## src/core/dei_pkg.sv

```systemverilog
// constants, register map and state codes for the drive enable interlock
package dei_pkg;

	//////////////////////////////////////////////////////////////////////
	// timing: sample periods in microseconds, clock in hertz
	localparam int DEI_CLOCK_HZ = 100_000_000;
	localparam int DEI_HZ_PER_MHZ = 1_000_000;
	localparam int DEI_ENABLE_SAMPLE_US = 1000;
	localparam int DEI_GENERAL_SAMPLE_US = 2000;
	localparam int DEI_SWITCH_SAMPLE_US = 100_000;
	localparam int DEI_CYCLES_PER_US = DEI_CLOCK_HZ / DEI_HZ_PER_MHZ;
	localparam int DEI_ENABLE_SAMPLE_CYCLES =
		DEI_CYCLES_PER_US * DEI_ENABLE_SAMPLE_US;
	localparam int DEI_GENERAL_SAMPLE_CYCLES =
		DEI_CYCLES_PER_US * DEI_GENERAL_SAMPLE_US;
	localparam int DEI_SWITCH_SAMPLE_CYCLES =
		DEI_CYCLES_PER_US * DEI_SWITCH_SAMPLE_US;

	//////////////////////////////////////////////////////////////////////
	// general inputs
	localparam int DEI_GENERAL_INPUTS = 8;
	localparam int DEI_SELECT_W = 3;

	//////////////////////////////////////////////////////////////////////
	// register map, byte addresses on a word-aligned bus
	localparam int DEI_ADDR_W = 4;
	localparam logic [3:0] DEI_REG_CONTROL = 4'h0;
	localparam logic [3:0] DEI_REG_STATUS = 4'h4;
	localparam logic [3:0] DEI_REG_EVENT = 4'h8;
	localparam logic [3:0] DEI_REG_MASK = 4'hC;

	// control fields
	localparam int DEI_CTL_CMD_WRITE = 0;
	localparam int DEI_CTL_CMD_RESET = 1;
	localparam int DEI_CTL_COMBINED = 2;
	localparam int DEI_CTL_POLARITY = 3;
	localparam int DEI_CTL_HW_CMD = 4;
	localparam int DEI_CTL_CMD_CLEAR = 5;
	localparam int DEI_CTL_SEL_LSB = 8;

	// status fields
	localparam int DEI_ST_ENABLE_IN = 0;
	localparam int DEI_ST_SWITCH = 1;
	localparam int DEI_ST_ENABLED = 2;
	localparam int DEI_ST_COMMAND = 3;
	localparam int DEI_ST_ARMED = 4;
	localparam int DEI_ST_INPUTS_LSB = 8;

	// event fields, shared by event and mask registers
	localparam int DEI_EVENTS = 3;
	localparam int DEI_EV_ENABLED = 0;
	localparam int DEI_EV_DROPPED = 1;
	localparam int DEI_EV_COMMAND = 2;

	// reset values
	localparam logic DEI_POLARITY_RESET = 1'b1;
	localparam logic [2:0] DEI_MASK_RESET = 3'h0;

	//////////////////////////////////////////////////////////////////////
	// interlock states, one-hot
	typedef enum logic [2:0] {
		DEI_WAIT_EDGE = 3'h1,
		DEI_ARMED = 3'h2,
		DEI_ENABLED = 3'h4
	} dei_state_t;

endpackage : dei_pkg

```

## src/core/dei_interlock.sv

```systemverilog
// drive enable interlock with avalon-mm register slave
//
// Chosen here: the register addresses and register access over Avalon-MM.
`timescale 1ns/100ps
module dei_interlock
	import dei_pkg::*;
#(
	parameter int ENABLE_SAMPLE_CYCLES = DEI_ENABLE_SAMPLE_CYCLES,
	parameter int GENERAL_SAMPLE_CYCLES = DEI_GENERAL_SAMPLE_CYCLES,
	parameter int SWITCH_SAMPLE_CYCLES = DEI_SWITCH_SAMPLE_CYCLES
) (
	input wire logic i_clock,
	input wire logic i_resetn,
	input wire logic [DEI_ADDR_W-1:0] i_avs_address,
	input wire logic i_avs_read,
	input wire logic i_avs_write,
	input wire logic [31:0] i_avs_writedata,
	output logic [31:0] o_avs_readdata,
	output logic o_avs_waitrequest,
	input wire logic i_enable_input,
	input wire logic i_local_switch,
	input wire logic [DEI_GENERAL_INPUTS-1:0] i_general_input,
	output logic o_drive_enabled,
	output logic o_irq
);

	//////////////////////////////////////////////////////////////////////
	// counter widths follow the sample periods
	localparam int C1_W = $clog2(ENABLE_SAMPLE_CYCLES + 1);
	localparam int C2_W = $clog2(GENERAL_SAMPLE_CYCLES + 1);
	localparam int C3_W = $clog2(SWITCH_SAMPLE_CYCLES + 1);
	localparam logic [C1_W-1:0] C1_LAST = C1_W'(ENABLE_SAMPLE_CYCLES - 1);
	localparam logic [C2_W-1:0] C2_LAST = C2_W'(GENERAL_SAMPLE_CYCLES - 1);
	localparam logic [C3_W-1:0] C3_LAST = C3_W'(SWITCH_SAMPLE_CYCLES - 1);
	localparam int GI = DEI_GENERAL_INPUTS;

	typedef struct packed {
		logic [C1_W-1:0] cnt_enable;
		logic [C2_W-1:0] cnt_general;
		logic [C3_W-1:0] cnt_switch;
		logic en_meta;
		logic en_sync;
		logic sw_meta;
		logic sw_sync;
		logic [GI-1:0] gi_meta;
		logic [GI-1:0] gi_sync;
		logic en_smp;
		logic sw_smp;
		logic [GI-1:0] gi_smp;
		dei_state_t state;
		logic cmd;
		logic combined;
		logic polarity;
		logic hw_cmd;
		logic [DEI_SELECT_W-1:0] sel;
		logic [DEI_EVENTS-1:0] events;
		logic [DEI_EVENTS-1:0] mask;
		logic ack;
		logic [31:0] rdata;
		logic enabled;
	} dei_regs_t;

	// everything but polarity starts cleared, waiting for a fresh edge
	localparam dei_regs_t REGS_RESET = '{
		state: DEI_WAIT_EDGE,
		polarity: DEI_POLARITY_RESET,
		mask: DEI_MASK_RESET,
		default: '0
	};

	dei_regs_t r_q;
	dei_regs_t r_d;

	//////////////////////////////////////////////////////////////////////
	// combinational helpers
	logic tick_enable;
	logic tick_general;
	logic tick_switch;
	logic en_new;
	logic sw_new;
	logic [GI-1:0] gi_new;
	logic en_rise;
	logic en_fall;
	logic sw_rise;
	logic sel_rise;
	logic combined_cmd;
	logic bus_req;
	logic bus_done;
	logic wr_ctl;
	logic sw_cmd;
	logic cmd_event;
	logic [DEI_EVENTS-1:0] ev_set;
	logic [31:0] rd_value;
	logic [31:0] status_word;
	logic [31:0] control_word;

	// sample ticks: one-cycle enables from free-running dividers
	always_comb begin
		tick_enable = (r_q.cnt_enable == C1_LAST);
		tick_general = (r_q.cnt_general == C2_LAST);
		tick_switch = (r_q.cnt_switch == C3_LAST);
	end

	// next sample values; a sample only moves on its own tick
	always_comb begin
		en_new = tick_enable ? r_q.en_sync : r_q.en_smp;
		sw_new = tick_switch ? r_q.sw_sync : r_q.sw_smp;
		// polarity applies to the general inputs only
		gi_new = tick_general ?
			(r_q.polarity ? r_q.gi_sync : ~r_q.gi_sync) :
			r_q.gi_smp;
	end

	// edges are judged between two consecutive samples only
	always_comb begin
		en_rise = tick_enable & ~r_q.en_smp & r_q.en_sync;
		en_fall = tick_enable & r_q.en_smp & ~r_q.en_sync;
		sw_rise = tick_switch & ~r_q.sw_smp & r_q.sw_sync;
		// a short pulse between two 2 ms samples is never seen
		sel_rise = r_q.hw_cmd & ~r_q.gi_smp[r_q.sel] &
			gi_new[r_q.sel];
		// one input already on while the other comes on
		combined_cmd = r_q.combined &
			((en_rise & r_q.sw_smp) | (sw_rise & en_new));
	end

	//////////////////////////////////////////////////////////////////////
	// bus decode: one wait state, so read data comes from a flop
	always_comb begin
		bus_req = i_avs_read | i_avs_write;
		bus_done = bus_req & r_q.ack;
		wr_ctl = bus_done & i_avs_write &
			(i_avs_address == DEI_REG_CONTROL);
		sw_cmd = wr_ctl & (i_avs_writedata[DEI_CTL_CMD_WRITE] |
			i_avs_writedata[DEI_CTL_CMD_RESET]);
		cmd_event = sw_cmd | sel_rise | combined_cmd;
	end

	// read words; status bits are read-only views of the samples and the interlock state
	always_comb begin
		control_word = '0;
		control_word[DEI_CTL_COMBINED] = r_q.combined;
		control_word[DEI_CTL_POLARITY] = r_q.polarity;
		control_word[DEI_CTL_HW_CMD] = r_q.hw_cmd;
		control_word[DEI_CTL_SEL_LSB +: DEI_SELECT_W] = r_q.sel;
		status_word = '0;
		status_word[DEI_ST_ENABLE_IN] = r_q.en_smp;
		status_word[DEI_ST_SWITCH] = r_q.sw_smp;
		status_word[DEI_ST_ENABLED] = r_q.enabled;
		status_word[DEI_ST_COMMAND] = r_q.cmd;
		status_word[DEI_ST_ARMED] = (r_q.state != DEI_WAIT_EDGE);
		status_word[DEI_ST_INPUTS_LSB +: GI] = r_q.gi_smp;
		case (i_avs_address)
			DEI_REG_CONTROL: rd_value = control_word;
			DEI_REG_STATUS: rd_value = status_word;
			DEI_REG_EVENT: rd_value = {{(32 - DEI_EVENTS){1'b0}}, r_q.events};
			DEI_REG_MASK: rd_value = {{(32 - DEI_EVENTS){1'b0}}, r_q.mask};
			default: rd_value = '0; // unmapped reads as zero
		endcase
	end

	//////////////////////////////////////////////////////////////////////
	// next state of everything
	always_comb begin
		r_d = r_q;
		ev_set = '0;

		// dividers
		r_d.cnt_enable = tick_enable ? '0 : r_q.cnt_enable + 1'b1;
		r_d.cnt_general = tick_general ? '0 : r_q.cnt_general + 1'b1;
		r_d.cnt_switch = tick_switch ? '0 : r_q.cnt_switch + 1'b1;

		// two-flop synchronisers on every pin
		r_d.en_meta = i_enable_input;
		r_d.en_sync = r_q.en_meta;
		r_d.sw_meta = i_local_switch;
		r_d.sw_sync = r_q.sw_meta;
		r_d.gi_meta = i_general_input;
		r_d.gi_sync = r_q.gi_meta;

		r_d.en_smp = en_new;
		r_d.sw_smp = sw_new;
		r_d.gi_smp = gi_new;

		// bus handshake: first cycle loads data, second completes
		r_d.ack = bus_req & ~r_q.ack;
		if (bus_req & ~r_q.ack) begin
			r_d.rdata = rd_value;
		end

		// control register writes
		if (wr_ctl) begin
			r_d.combined = i_avs_writedata[DEI_CTL_COMBINED];
			r_d.polarity = i_avs_writedata[DEI_CTL_POLARITY];
			r_d.hw_cmd = i_avs_writedata[DEI_CTL_HW_CMD];
			r_d.sel = i_avs_writedata[DEI_CTL_SEL_LSB +: DEI_SELECT_W];
			if (i_avs_writedata[DEI_CTL_CMD_CLEAR]) begin
				r_d.cmd = 1'b0;
			end
		end
		if (bus_done & i_avs_write & (i_avs_address == DEI_REG_MASK)) begin
			r_d.mask = i_avs_writedata[DEI_EVENTS-1:0];
		end

		// command latch; an arriving command beats a control-register clear, but a fall in DEI_ENABLED still clears it
		if (cmd_event) begin
			r_d.cmd = 1'b1;
			ev_set[DEI_EV_COMMAND] = 1'b1;
		end

		// interlock sequence
		case (r_q.state)
			DEI_WAIT_EDGE: begin
				// only a clean inactive-then-active pair arms
				if (en_rise) begin
					r_d.state = DEI_ARMED;
				end
			end
			DEI_ARMED: begin
				if (en_fall) begin
					r_d.state = DEI_WAIT_EDGE;
				end else if (r_q.sw_smp & r_q.cmd) begin
					r_d.state = DEI_ENABLED;
					ev_set[DEI_EV_ENABLED] = 1'b1;
				end
			end
			DEI_ENABLED: begin
				// bounce counts too: any sampled fall drops the drive
				if (en_fall) begin
					r_d.state = DEI_WAIT_EDGE;
					r_d.cmd = 1'b0;
					ev_set[DEI_EV_DROPPED] = 1'b1;
				end else if (~r_q.sw_smp | ~r_q.cmd) begin
					r_d.state = DEI_ARMED;
					ev_set[DEI_EV_DROPPED] = 1'b1;
				end
			end
			default: begin
				r_d.state = DEI_WAIT_EDGE;
			end
		endcase

		// output follows the state without waiting a further cycle
		r_d.enabled = (r_d.state == DEI_ENABLED) & ~en_fall;

		// sticky events cleared by a read; a new event wins
		if (bus_done & i_avs_read & (i_avs_address == DEI_REG_EVENT)) begin
			r_d.events = '0;
		end
		r_d.events = r_d.events | ev_set;
	end

	//////////////////////////////////////////////////////////////////////
	// the single state register
	always_ff @(posedge i_clock or negedge i_resetn) begin
		if (!i_resetn) begin
			r_q <= REGS_RESET;
		end else begin
			r_q <= r_d;
		end
	end

	//////////////////////////////////////////////////////////////////////
	// outputs
	always_comb begin
		o_avs_waitrequest = bus_req & ~r_q.ack;
		o_avs_readdata = r_q.rdata;
		o_drive_enabled = r_q.enabled;
		o_irq = |(r_q.events & r_q.mask);
	end

endmodule : dei_interlock

```

## config.mk

```make
export PLATFORM = sky130hd
export DESIGN_NAME = dei_interlock
export DESIGN_NICKNAME = d
export VERILOG_FILES = /design/src/core/dei_pkg.sv /design/src/core/dei_interlock.sv
export SDC_FILE = /design/constraint.sdc
export NUM_CORES = 1
export LEC_CHECK = 0
export BUFFER_PORTS_ARGS = -buffer_cell sky130_fd_sc_hd__buf_2
export CORE_UTILIZATION = 45
export DETAILED_ROUTE_END_ITERATION = 10
export PLACE_DENSITY_LB_ADDON = 0.12
export SETUP_SLACK_MARGIN = 0.5
export SLEW_MARGIN = 15
export SYNTH_ARGS = -nofsm -noshare
export SYNTH_HDL_FRONTEND = slang
export SYNTH_SLANG_ARGS = --single-unit
export TNS_END_PERCENT = 1
```

## constraint.sdc

```tcl
create_clock -name i_clock -period 4.9 [get_ports i_clock]
set_input_delay 0.735 -clock i_clock [delete_from_list [all_inputs] [get_ports i_clock]]
set_output_delay 0.735 -clock i_clock [all_outputs]
set_load 0.01 [all_outputs]
```

# == Yosys cells after proc, flatten, opt, wreduce, memory -nomap -nowiden ==
# Index checks and enable logic that the tools add are counted.
# totals
reg_bits,139
out_inout_bits,35
wordCells,107
# classes
add_sub_neg,3
order_cmp,1
eq_ne,11
muxes,30
bitwise,37
reduce_logical,2
# ops
op,n
16-bit case mux with 4 select lines,1
24-bit by 1-bit adder with 24-bit output (second input constant),1
24-bit == test (second input constant),1
24-bit two-way mux,1
1-bit bitwise AND,21
18-bit by 1-bit adder with 18-bit output (second input constant),1
18-bit == test (second input constant),1
18-bit two-way mux,1
3-bit two-way mux,6
17-bit by 1-bit adder with 17-bit output (second input constant),1
17-bit == test (second input constant),1
17-bit two-way mux,1
8-bit two-way mux,2
1-bit two-way mux,14
3-bit case mux with 3 select lines,1
4-bit == test (second input constant),2
8-bit NOT,1
7-bit two-way mux,1
1-bit NOT,7
1-bit binary-select mux with 3-bit select,2
3-bit == test (second input constant),2
1-bit OR,6
4-bit by 3-bit == test with 1-bit output (second input constant),1
4-bit logical NOT,1
other kinds (7),7

# == Logic depth before layout (Yosys ltp) ==
# Gate-level depths: netlist (run 1).
# logic_depth
depth_word,11
mapped_depth,10
mapped_depth_nobuf,8

# == Least setup slack after synthesis (run 1) ==
# Ideal clock, no wire load.
# synth_path
kind,flip-flop to flip-flop
startpoint,register r_q[117] in the netlist's numbering
endpoint,register r_q[46] in the netlist's numbering
setup_time_ps,73
t_arrival_ps,2430
path_slack_ps,2397
path_stages_with_launch,8
n_path_buf,0
path_cell_list,dfrtp_1 > or3_1 > or4_4 > or4_4 > a21oi_2 > a221oi_1 > a221o_1 > a21boi_2
# synth_rtl
element,line_no,source
start: declaration,dei_interlock.sv:71,dei_regs_t r_q;
start signal: assignment,dei_interlock.sv:259,r_q <= r_d;

==> results.yml, run 1 <==
finish:
  multi_input_area_um2: 2240
  area_growth_pct: 15.7
  fin_util_pct: 54.5
  fin_area_um2: 6350
  regArea_um2: 3010
  fin_nets: 599
  diodes: 0
  num-fill-cells: 994
  drive_above_1_share_pct: 17.9
synth:
  synth.distinct_cells: 53
  synth_edf_count: 0
  synthCells: 506
  synth_area_leaders: "dfrtp_1 54%, xor2_1 4.8%, xnor2_1 4.6%, buf_4 4.4%, nand2_1 3.3%"
  yosys_warnings: 0
  synth_flop_cell: "dfrtp_1"
  syn_area_um2: 5490
  synth_seq_area_share_pct: 54.7
  async_flop_share_pct: 100
  synth_area_leader_cell: "dfrtp_1"
  avgSynthCellArea_um2: 10.9
  synth_most_common_cell: "dfrtp_1"
  synth_seq_cells: 120
  synthDominantCellAreaShare_pct: 53.8
  netlist_top_cells_count: "118 x dfrtp_1, 49 x nand2_1, 40 x nor2_1"
sta:
  whs_ns: 0.209
  final.period_utilization_pct: 55.5
  tns_ns: 0
  worst_pin_slew_ns: 0.852
  skew_ns: 0.00525
  min_period_ns: 2.72
  worst_slack_ns: 2.18
  rsz0062_at_grt: "no"
  slew_violations: 0
  finalHoldViolCount: 0
  fmax_mhz: 368
  relSlewSlack_pct: 42.7
  setup_viol: 0
pwr:
  peakVddDrop_mv: 0.303
  p_int_mw: 2.00
  sw_frac_of_total_pct: 21.7
  power_leakage_nw: 2.93
  cellPowerDensity_nw_per_um2: 403
  p_comb_share_pct: 5.6
  p_sw_mw: 0.557
  power_frac_clock_pct: 52.5
  seqPwrFrac_pct: 41.8
setup_path:
  endpoint_kind: "register"
  critPathCapture: "r_q[46]$_DFF_PN0_"
  r2r_end: "r_q[46]$_DFF_PN0_"
  startpoint_type: "register"
  worstRegToRegCells: 7
  max_stage_delay_ns: 0.57
  crit_path_max_fanout: 6
  crit_chain: "or3_1 -> or4_4 -> or4_4 -> a21oi_2 -> a221oi_1 -> a221o_1 -> a21boi_2"
  cpMostUsedCell: "or4_4"
  r2r-start: "r_q[117]$_DFF_PN0_"
  r2r_setup_slack_ns: 2.18
  slowest_stage: "or4_4"
  critPathKind: "reg2reg"
  required_ns: 5.24
  arrival_ns: 3.06
  critical_path.startpoint: "r_q[117]$_DFF_PN0_"
cts:
  post_cts_resized: 0
  cts_tree: "done"
  max-clock-path-buffers: 2
  cts_num_sinks: 120
  post-cts-setup-buffer-count: 0
  cts_buffers: 17
  cts_max_level: 4
  clock_latency_ns: 0.41
  cts_hold_buf: 0
  cts_root_buf: "clkbuf_16"
  path_clk_slew_ns: 0.05
grt:
  grtUsageTotal_pct: 18.2
  antenna_found_initial: 0
  grt_pass1_wl_um: 17500
  grt_max_degree: 57
  grt-ovfl-total: 0
  grt_pass1_vias: 3580
floorplan:
  row_count: 39
  io_pins: 85
  start_util_pct: 47.1
  fp.dieH_um: 112
  fp.dieW_um: 112
  core-area_um2: 11700
  die-area_um2: 12600
drt:
  postRouteAntennaNets: 0
  drcViolationCount: 0
  via_per_inst: 5.19
  drt-pass1-iter-count: 4
  drt-initial-drc-count: 196
  drt_wl_total_um: 10300
  avgRoutedWirePerCell_um: 14.6
  vias: 3641
outcome:
  status: "complete, no violations"
placement:
  dpl.hpwl_um: 6980
  post-place-ws_ns: 2.21
  port_buffers: 42
  place_area_um2: 5710
  gp_congestion: 0.783
min_path:
  min_path_type: "in2async"
flow_run:
  drv_cap: 0
[placed cells by master (no fill, tap or decap), types with 8 or more instances in the layout]
master,instances
nand4_1,8
xnor2_1,29
buf_2,41
nor2_1,40
xor2_1,30
and3_1,12
nand3_1,29
nand2_1,49
mux2_2,12
nor3_1,11
mux2i_1,8
o21ai_0,26
conb_1,19
clkbuf_16,17
a22o_1,11
dfrtp_1,118
[cell type report]
cell class / instances / area share, %
clock inverter: 12 / 3.13
timing repair buffer: 48 / 4.06
multi-input combinational: 352 / 35.2
inverter: 7 / 0.414
sequential: 120 / 47.3
tap: 143 / 2.82
clock buffer: 20 / 7.03
[power by group through the flow]
stage	combinational, mW	sequential (mW)	clock, mW
CTS	0.147	1.07	1.37
global placement	0.143	1.09	0
floorplan	0.121	1.06	0
detailed placement	0.146	1.09	0
global route	0.164	1.08	1.42
finish	0.145	1.07	1.35
[worst max-delay path: cells and delay by family (launching register included)]
kind	cells	cell delay, ns
AOI/OAI and AO/OA	4	0.72
DFF	1	0.43
and+or+nand+nor	3	1.49
[worst min-delay path by stage]
stage,from,endpoint,slack [ns],cells after the start
3_3_place_gp,r_d[66]$_DFF_PN0_,r_q[66]$_DFF_PN0_,0.33,0
5_1_grt,i_resetn,r_q[127]$_DFF_PN0_,0.21,1
4_1_cts,i_resetn,r_q[127]$_DFF_PN0_,0.20,1
2_1_floorplan,r_d[60]$_DFF_PN0_,r_q[60]$_DFF_PN0_,0.33,0
6_report,i_resetn,r_q[127]$_DFF_PN0_,0.21,1
3_5_place_dp,r_d[66]$_DFF_PN0_,r_q[66]$_DFF_PN0_,0.33,0
[flip-flops by register name (all words and copies together), names as in the netlist]
signal           cells
o_drive_enabled      1
r_q                 90
o_avs_readdata      13
r_d                 10
control_word         6
[per-layer routing]
layer / part of all wire (%) / GRT usage, % / wire, um / vias up
met5: 0 / 0 / 0 / -
met4: 1.4 / 7.73 / 144 / 0
met3: 3.8 / 5.62 / 391 / 10
met2: 45 / 27.6 / 4660 / 80
met1: 49 / 24.1 / 5050 / 1758
li1: - / - / - / 1793
[cells by family after synthesis]
logic type / after synthesis / share of synthesized area (%)
and+or+nand+nor: 190 / 17.5
DFF: 120 / 54.7
AOI/OAI and AO/OA: 59 / 7.06
xor gates and xnor gates: 59 / 9.41
buffers and inverters: 52 / 5.76
muxes: 22 / 4.74
adders and majority gates: 3 / 0.684
other: 1 / 0.0683
[stage by stage]
stage	cells	power, mW
floorplan	524	1.18
detailed placement	670	1.23
global placement	670	1.23
global route	702	2.66
CTS	702	2.59
finish	702	2.56
Power figures use the tool's default switching activity.
==> inputs of run 2 (changes only) <==
==> constraint.sdc (replaced) <==
create_clock -name i_clock -period 2.25 [get_ports i_clock]
set_input_delay 0.3375 -clock i_clock [delete_from_list [all_inputs] [get_ports i_clock]]
set_output_delay 0.3375 -clock i_clock [all_outputs]
set_load 0.01 [all_outputs]
==> run 2 against run 1 <==
The run now ends with negative setup slack left. Clock power up 100%. Sequential share of layout area is 3.1 points lower. Worst setup slack got worse by 2.4 ns. Critical endpoint unchanged. Final area up 7.1%. Routed wire length grew 6.6%.
==> results.yml, run 2 (synthesized netlist as in run 1, its figures left out) <==
outcome:
  violations: "negative setup slack"
  status: "finished with violations"
setup_path:
  arrival_ns: 2.80
  cpMostUsedCell: "or4_4"
  crit_family: "simple AND/OR/NAND/NOR gates"
  path_buf_inv: 0
  required_ns: 2.58
  crit_chain: "or3_4 -> or4_4 -> or4_4 -> a21oi_2 -> a221oi_1 -> a221o_1 -> a21boi_2"
  startpoint_type: "register"
  slowest_stage: "or4_4"
  crit_path_max_fanout: 2
  critPathKind: "reg2reg"
  max_stage_delay_ns: 0.54
  endpoint_kind: "register"
finish:
  fin_nets: 636
  layout_common_cells: "115 x dfrtp_1, 47 x nand2_1, 41 x buf_2"
  fin_util_pct: 58.3
  largest-register: "r_q"
  final_common_cell: "dfrtp_1"
  diodes: 0
  area_growth_pct: 23.8
  largest_reg_flops: 90
  fin_area_um2: 6800
  drive_above_1_share_pct: 28.7
  finalNonFillerCells: 739
pwr:
  peakVddDrop_mv: 0.479
  cellPowerDensity_nw_per_um2: 791
  sw_frac_of_total_pct: 22.8
  p_sw_mw: 1.23
  power_leakage_nw: 3.16
  power_frac_clock_pct: 50.4
  p_comb_share_pct: 6.4
  seqPwrFrac_pct: 43.2
  p_int_mw: 4.16
drt:
  drt-pass1-iter-count: 4
  avgRoutedWirePerCell_um: 14.8
  vias: 3848
  drt-initial-drc-count: 153
  drt_wl_total_um: 10900
  postRouteAntennaNets: 0
  via_per_inst: 5.21
  drcViolationCount: 0
floorplan:
  die-area_um2: 12600
  core-area_um2: 11700
  row_count: 39
  fp.dieH_um: 112
  start_util_pct: 47.1
  io_pins: 85
  fp.dieW_um: 112
sta:
  whs_ns: 0.0333
  worst_slack_ns: -0.220
  skew_ns: 0.00601
  fmax_mhz: 405
  setup_viol: 2
  final.period_utilization_pct: 110
  relSlewSlack_pct: 58.9
  worst_pin_slew_ns: 0.612
  min_period_ns: 2.47
  finalHoldViolCount: 0
  rsz0062_at_grt: "yes"
  slew_violations: 0
cts:
  clock_latency_ns: 0.41
  cts_num_sinks: 120
  cts_root_buf: "clkbuf_16"
  cts_buffers: 17
  path_clk_slew_ns: 0.06
  cts_tree: "done"
  max-clock-path-buffers: 2
  cts_max_level: 4
placement:
  port_buffers: 42
  dpl.cell_count: 706
  gp_congestion: 0.834
  dpl.hpwl_um: 7750
  place_area_um2: 6000
grt:
  grtUsageTotal_pct: 19.0
  grt_pass1_wl_um: 18700
  grt-ovfl-total: 0
  antenna_found_initial: 0
  grt_pass1_vias: 3796
  grt_max_degree: 39
min_path:
  min_path_type: "in2reg"
flow_run:
  drv_cap: 0
==> run 2: per-stage QoR <==
stage / TNS [ns] / total power, mW / setup WS [ns]
2_1_floorplan: -0.358 / 2.58 / -0.200
3_3_place_gp: -0.412 / 2.70 / -0.207
3_5_place_dp: -0.460 / 2.71 / -0.239
4_1_cts: -0.396 / 5.44 / -0.223
5_1_grt: -0.549 / 5.58 / -0.284
6_report: -0.370 / 5.38 / -0.220
==> run 2: worst reg2reg max path: stages, from the launching register on <==
cell	delay [ns]
dfrtp_1	0.37
or3_4	0.40
or4_4	0.54
or4_4	0.43
a21oi_2	0.14
a221oi_1	0.06
a221o_1	0.34
a21boi_2	0.12
==> run 2: area by class of cell <==
| cell class | instances | area [um2] |
|---|---|---|
| multi-input combinational | 352 | 2410 |
| clock buffer | 20 | 447 |
| sequential | 120 | 3010 |
| fill | 978 | 4860 |
| tap | 143 | 179 |
| clock inverter | 12 | 150 |
| timing repair buffer | 85 | 578 |
| inverter | 7 | 26.3 |
==> run 2: power by group through the flow <==
stage               Combinational (mW)  Sequential [mW]  Clock (mW)
CTS                              0.349             2.32        2.76
global placement                 0.338             2.36           0
global route                     0.386             2.34        2.86
floorplan                        0.263             2.31           0
detailed placement               0.346             2.36           0
finish                           0.343             2.33        2.71
==> run 2: final timing paths <==
check / from / to / slack (ns) / depth (start not counted)
setup / recovery: r_q[113]$_DFF_PN0_ / r_q[46]$_DFF_PN0_ / -0.22 / 7
hold / removal: i_enable_input / r_d[78]$_DFF_PN0_ / 0.03 / 1
setup reg to reg: r_q[113]$_DFF_PN0_ / r_q[46]$_DFF_PN0_ / -0.22 / 7
hold reg to reg: r_d[61]$_DFF_PN0_ / r_q[61]$_DFF_PN0_ / 0.34 / 0
max in group asynchronous: i_resetn / r_q[95]$_DFF_PN0_ / 1.13 / 3
min in group asynchronous: i_resetn / r_q[131]$_DFF_PN0_ / 0.44 / 2
==> run 2: metal layers <==
layer / vias to the layer above / GRT usage, % / part of all wire [%]
li1: 1862 / - / -
met1: 1881 / 26.2 / 48
met2: 88 / 28.8 / 47
met3: 17 / 5.02 / 3.4
met4: 0 / 6.93 / 1.5
met5: - / 0 / 0
==> run 2: timing repair <==
item | in CTS | in global routing
setup endpoints to repair | 26 | 38
hold buffers | 1 | 0
pin swaps | 14 | 18
resized for setup | 21 | 32
setup buffers | 0 | 0
hold endpoints to repair | 34 | 0
==> inputs of run 3 (changes only) <==
--- a/config.mk
+++ b/config.mk
@@ -6,8 +6,10 @@
 export NUM_CORES = 1
 export LEC_CHECK = 0
 export BUFFER_PORTS_ARGS = -buffer_cell sky130_fd_sc_hd__buf_2
-export CORE_UTILIZATION = 45
+export CORE_MARGIN = 2
+export CORE_UTILIZATION = 51
 export DETAILED_ROUTE_END_ITERATION = 10
+export MAX_ROUTING_LAYER = met4
 export PLACE_DENSITY_LB_ADDON = 0.12
 export SETUP_SLACK_MARGIN = 0.5
 export SLEW_MARGIN = 15
==> run 3 against run 2 <==
The flow still finishes with violations (negative setup slack). Register-to-register slack worse by 0.02 ns. Total power is 5.2% lower. Worst hold slack better by 0.028 ns. Global-route usage is 1.4 points higher. First-iteration DRC count is 25% higher. Worst setup slack worse by 0.015 ns. Sequential cell count is the same. Largest cell class unchanged.
==> results.yml, run 3 (synthesized netlist as in run 1, its figures left out) <==
drt:
  postRouteAntennaNets: 0
  vias: 3838
  drcViolationCount: 0
  drt-initial-drc-count: 191
  via_per_inst: 5.19
  drt-pass1-iter-count: 5
  drt_wl_total_um: 10600
  avgRoutedWirePerCell_um: 14.4
floorplan:
  fp.dieW_um: 108
  io_pins: 85
  start_util_pct: 53.0
  fp.dieH_um: 108
  die-area_um2: 11600
  core-area_um2: 10400
  row_count: 37
sta:
  skew_ns: 0.00789
  slew_violations: 0
  setup_viol: 2
  worst_pin_slew_ns: 0.595
  min_period_ns: 2.48
  finalHoldViolCount: 0
  fmax_mhz: 402
  relSlewSlack_pct: 60.0
  whs_ns: 0.0614
  final.period_utilization_pct: 110
  rsz0062_at_grt: "yes"
  worst_slack_ns: -0.235
min_path:
  hold_depth: 3
  min_to: "control_word[4]$_DFFE_PN0P_"
  worst_hold_startpoint: "i_avs_writedata[4]"
  min_path_type: "in2reg"
grt:
  grt-ovfl-total: 0
  antenna_found_initial: 0
  grt_pass1_vias: 3753
  grtUsageTotal_pct: 20.4
  grt_max_degree: 51
  grt_pass1_wl_um: 17800
setup_path:
  worstRegToRegCells: 7
  crit_chain: "or3_4 -> or4_4 -> or4_4 -> a21oi_2 -> a221oi_1 -> a221o_1 -> a21boi_2"
  r2r_end: "r_q[46]$_DFF_PN0_"
  r2r-start: "r_q[113]$_DFF_PN0_"
  crit_path_max_fanout: 2
  arrival_ns: 2.92
  r2r_setup_slack_ns: -0.23
  max_stage_delay_ns: 0.54
  critPathKind: "reg2reg"
  crit_family: "simple AND/OR/NAND/NOR gates"
  required_ns: 2.69
  path_buf_inv: 0
  slowest_stage: "or4_4"
  endpoint_kind: "register"
  startpoint_type: "register"
  cpMostUsedCell: "or4_4"
cts:
  max-clock-path-buffers: 2
  cts_tree: "done"
  cts_root_buf: "clkbuf_8"
  cts_num_sinks: 120
  clock_latency_ns: 0.51
  cts_buffers: 17
  path_clk_slew_ns: 0.05
  cts_max_level: 4
finish:
  fin_nets: 643
  area_growth_pct: 24.3
  layout_common_cells: "116 x dfrtp_1, 48 x nand2_1, 40 x buf_2"
  largest-register: "r_q"
  drive_above_1_share_pct: 26.5
  diodes: 0
  final_common_cell: "dfrtp_1"
  num-fill-cells: 823
  fin_util_pct: 65.8
  finalNonFillerCells: 739
  largest_reg_flops: 90
flow_run:
  drv_cap: 0
pwr:
  cellPowerDensity_nw_per_um2: 748
  peakVddDrop_mv: 0.429
  power_leakage_nw: 3.17
placement:
  gp_congestion: 0.859
  port_buffers: 42
  dpl.hpwl_um: 7310
  dpl.cell_count: 696
outcome:
  violations: "negative setup slack"
  status: "finished with violations"
-- run 3: cell count changes in the layout (fill, tap and decap cells not counted), moves of 2 or more --
cell,before,now
dlygate4sd3_1,1,11
o21ai_2,3,1
clkbuf_1,2,8
o21ai_0,22,24
clkbuf_8,1,4
buf_6,4,6
clkinvlp_4,3,0
buf_4,37,32
bufinv_16,3,1
-- run 3: worst max path at each step --
stage	slack [ns]	cells after the start	endpoint	start
CTS	-0.22	7	r_q[46]$_DFF_PN0_	r_q[113]$_DFF_PN0_
finish	-0.23	7	r_q[46]$_DFF_PN0_	r_q[113]$_DFF_PN0_
global placement	-0.20	7	r_q[46]$_DFF_PN0_	r_q[113]$_DFF_PN0_
detailed placement	-0.22	7	r_q[39]$_DFF_PN0_	r_q[113]$_DFF_PN0_
floorplan	-0.20	7	r_q[46]$_DFF_PN0_	r_q[113]$_DFF_PN0_
global route	-0.31	7	r_q[46]$_DFF_PN0_	r_q[116]$_DFF_PN0_
-- run 3: what timing repair did --
action                                  in CTS  in global routing
buffers inserted                             0                  0
hold buffers                                11                  0
hold endpoints to repair                    44                  0
endpoints found under the setup margin      28                 37
pin swaps                                   11                 21
resized for setup                           18                 32
-- run 3: final cells by class --
type                            instances  area, um2  area share, %
Clock buffer                           28        485           7.11
Clock inverter                          4       45.0          0.660
Tap cell                              136        170           2.49
Multi-Input combinational cell        352       2410           35.3
Inverter                                7       26.3          0.385
Timing Repair Buffer                   92        678           9.94
Sequential cell                       120       3010           44.1
-- run 3: metal layers --
metal / GRT usage [%] / routed length [um] / up-vias
met2: 30.6 / 5090 / 84
met3: 5.51 / 396 / 13
met4: 7.23 / 159 / 0
li1: - / - / 1879
met1: 26.8 / 4970 / 1862
met5: - / 0 / -
-- run 3: per-stage QoR --
step	setup slack [ns]	total power, mW	instance area [um2]	TNS (ns)
after floorplan	-0.200	2.58	5560	-0.358
after global placement	-0.195	2.69	5980	-0.379
after detailed placement	-0.220	2.70	5980	-0.441
after CTS	-0.216	5.14	6690	-0.377
after global routing	-0.308	5.32	6820	-0.578
final	-0.235	5.10	6820	-0.412
-- run 3: worst min-delay path: stages --
cell	delay, ns
buf_2	0.10
nand2_1	0.04
o21ai_0	0.06
-- run 3: power breakdown --
part	total [mW]	internal, mW	leakage, nW	switching [mW]
clock network	2.42	1.55	0.261	0.875
logic	0.358	0.166	1.36	0.191
registers	2.32	2.24	1.55	0.0832
total	5.10	3.95	3.17	1.15
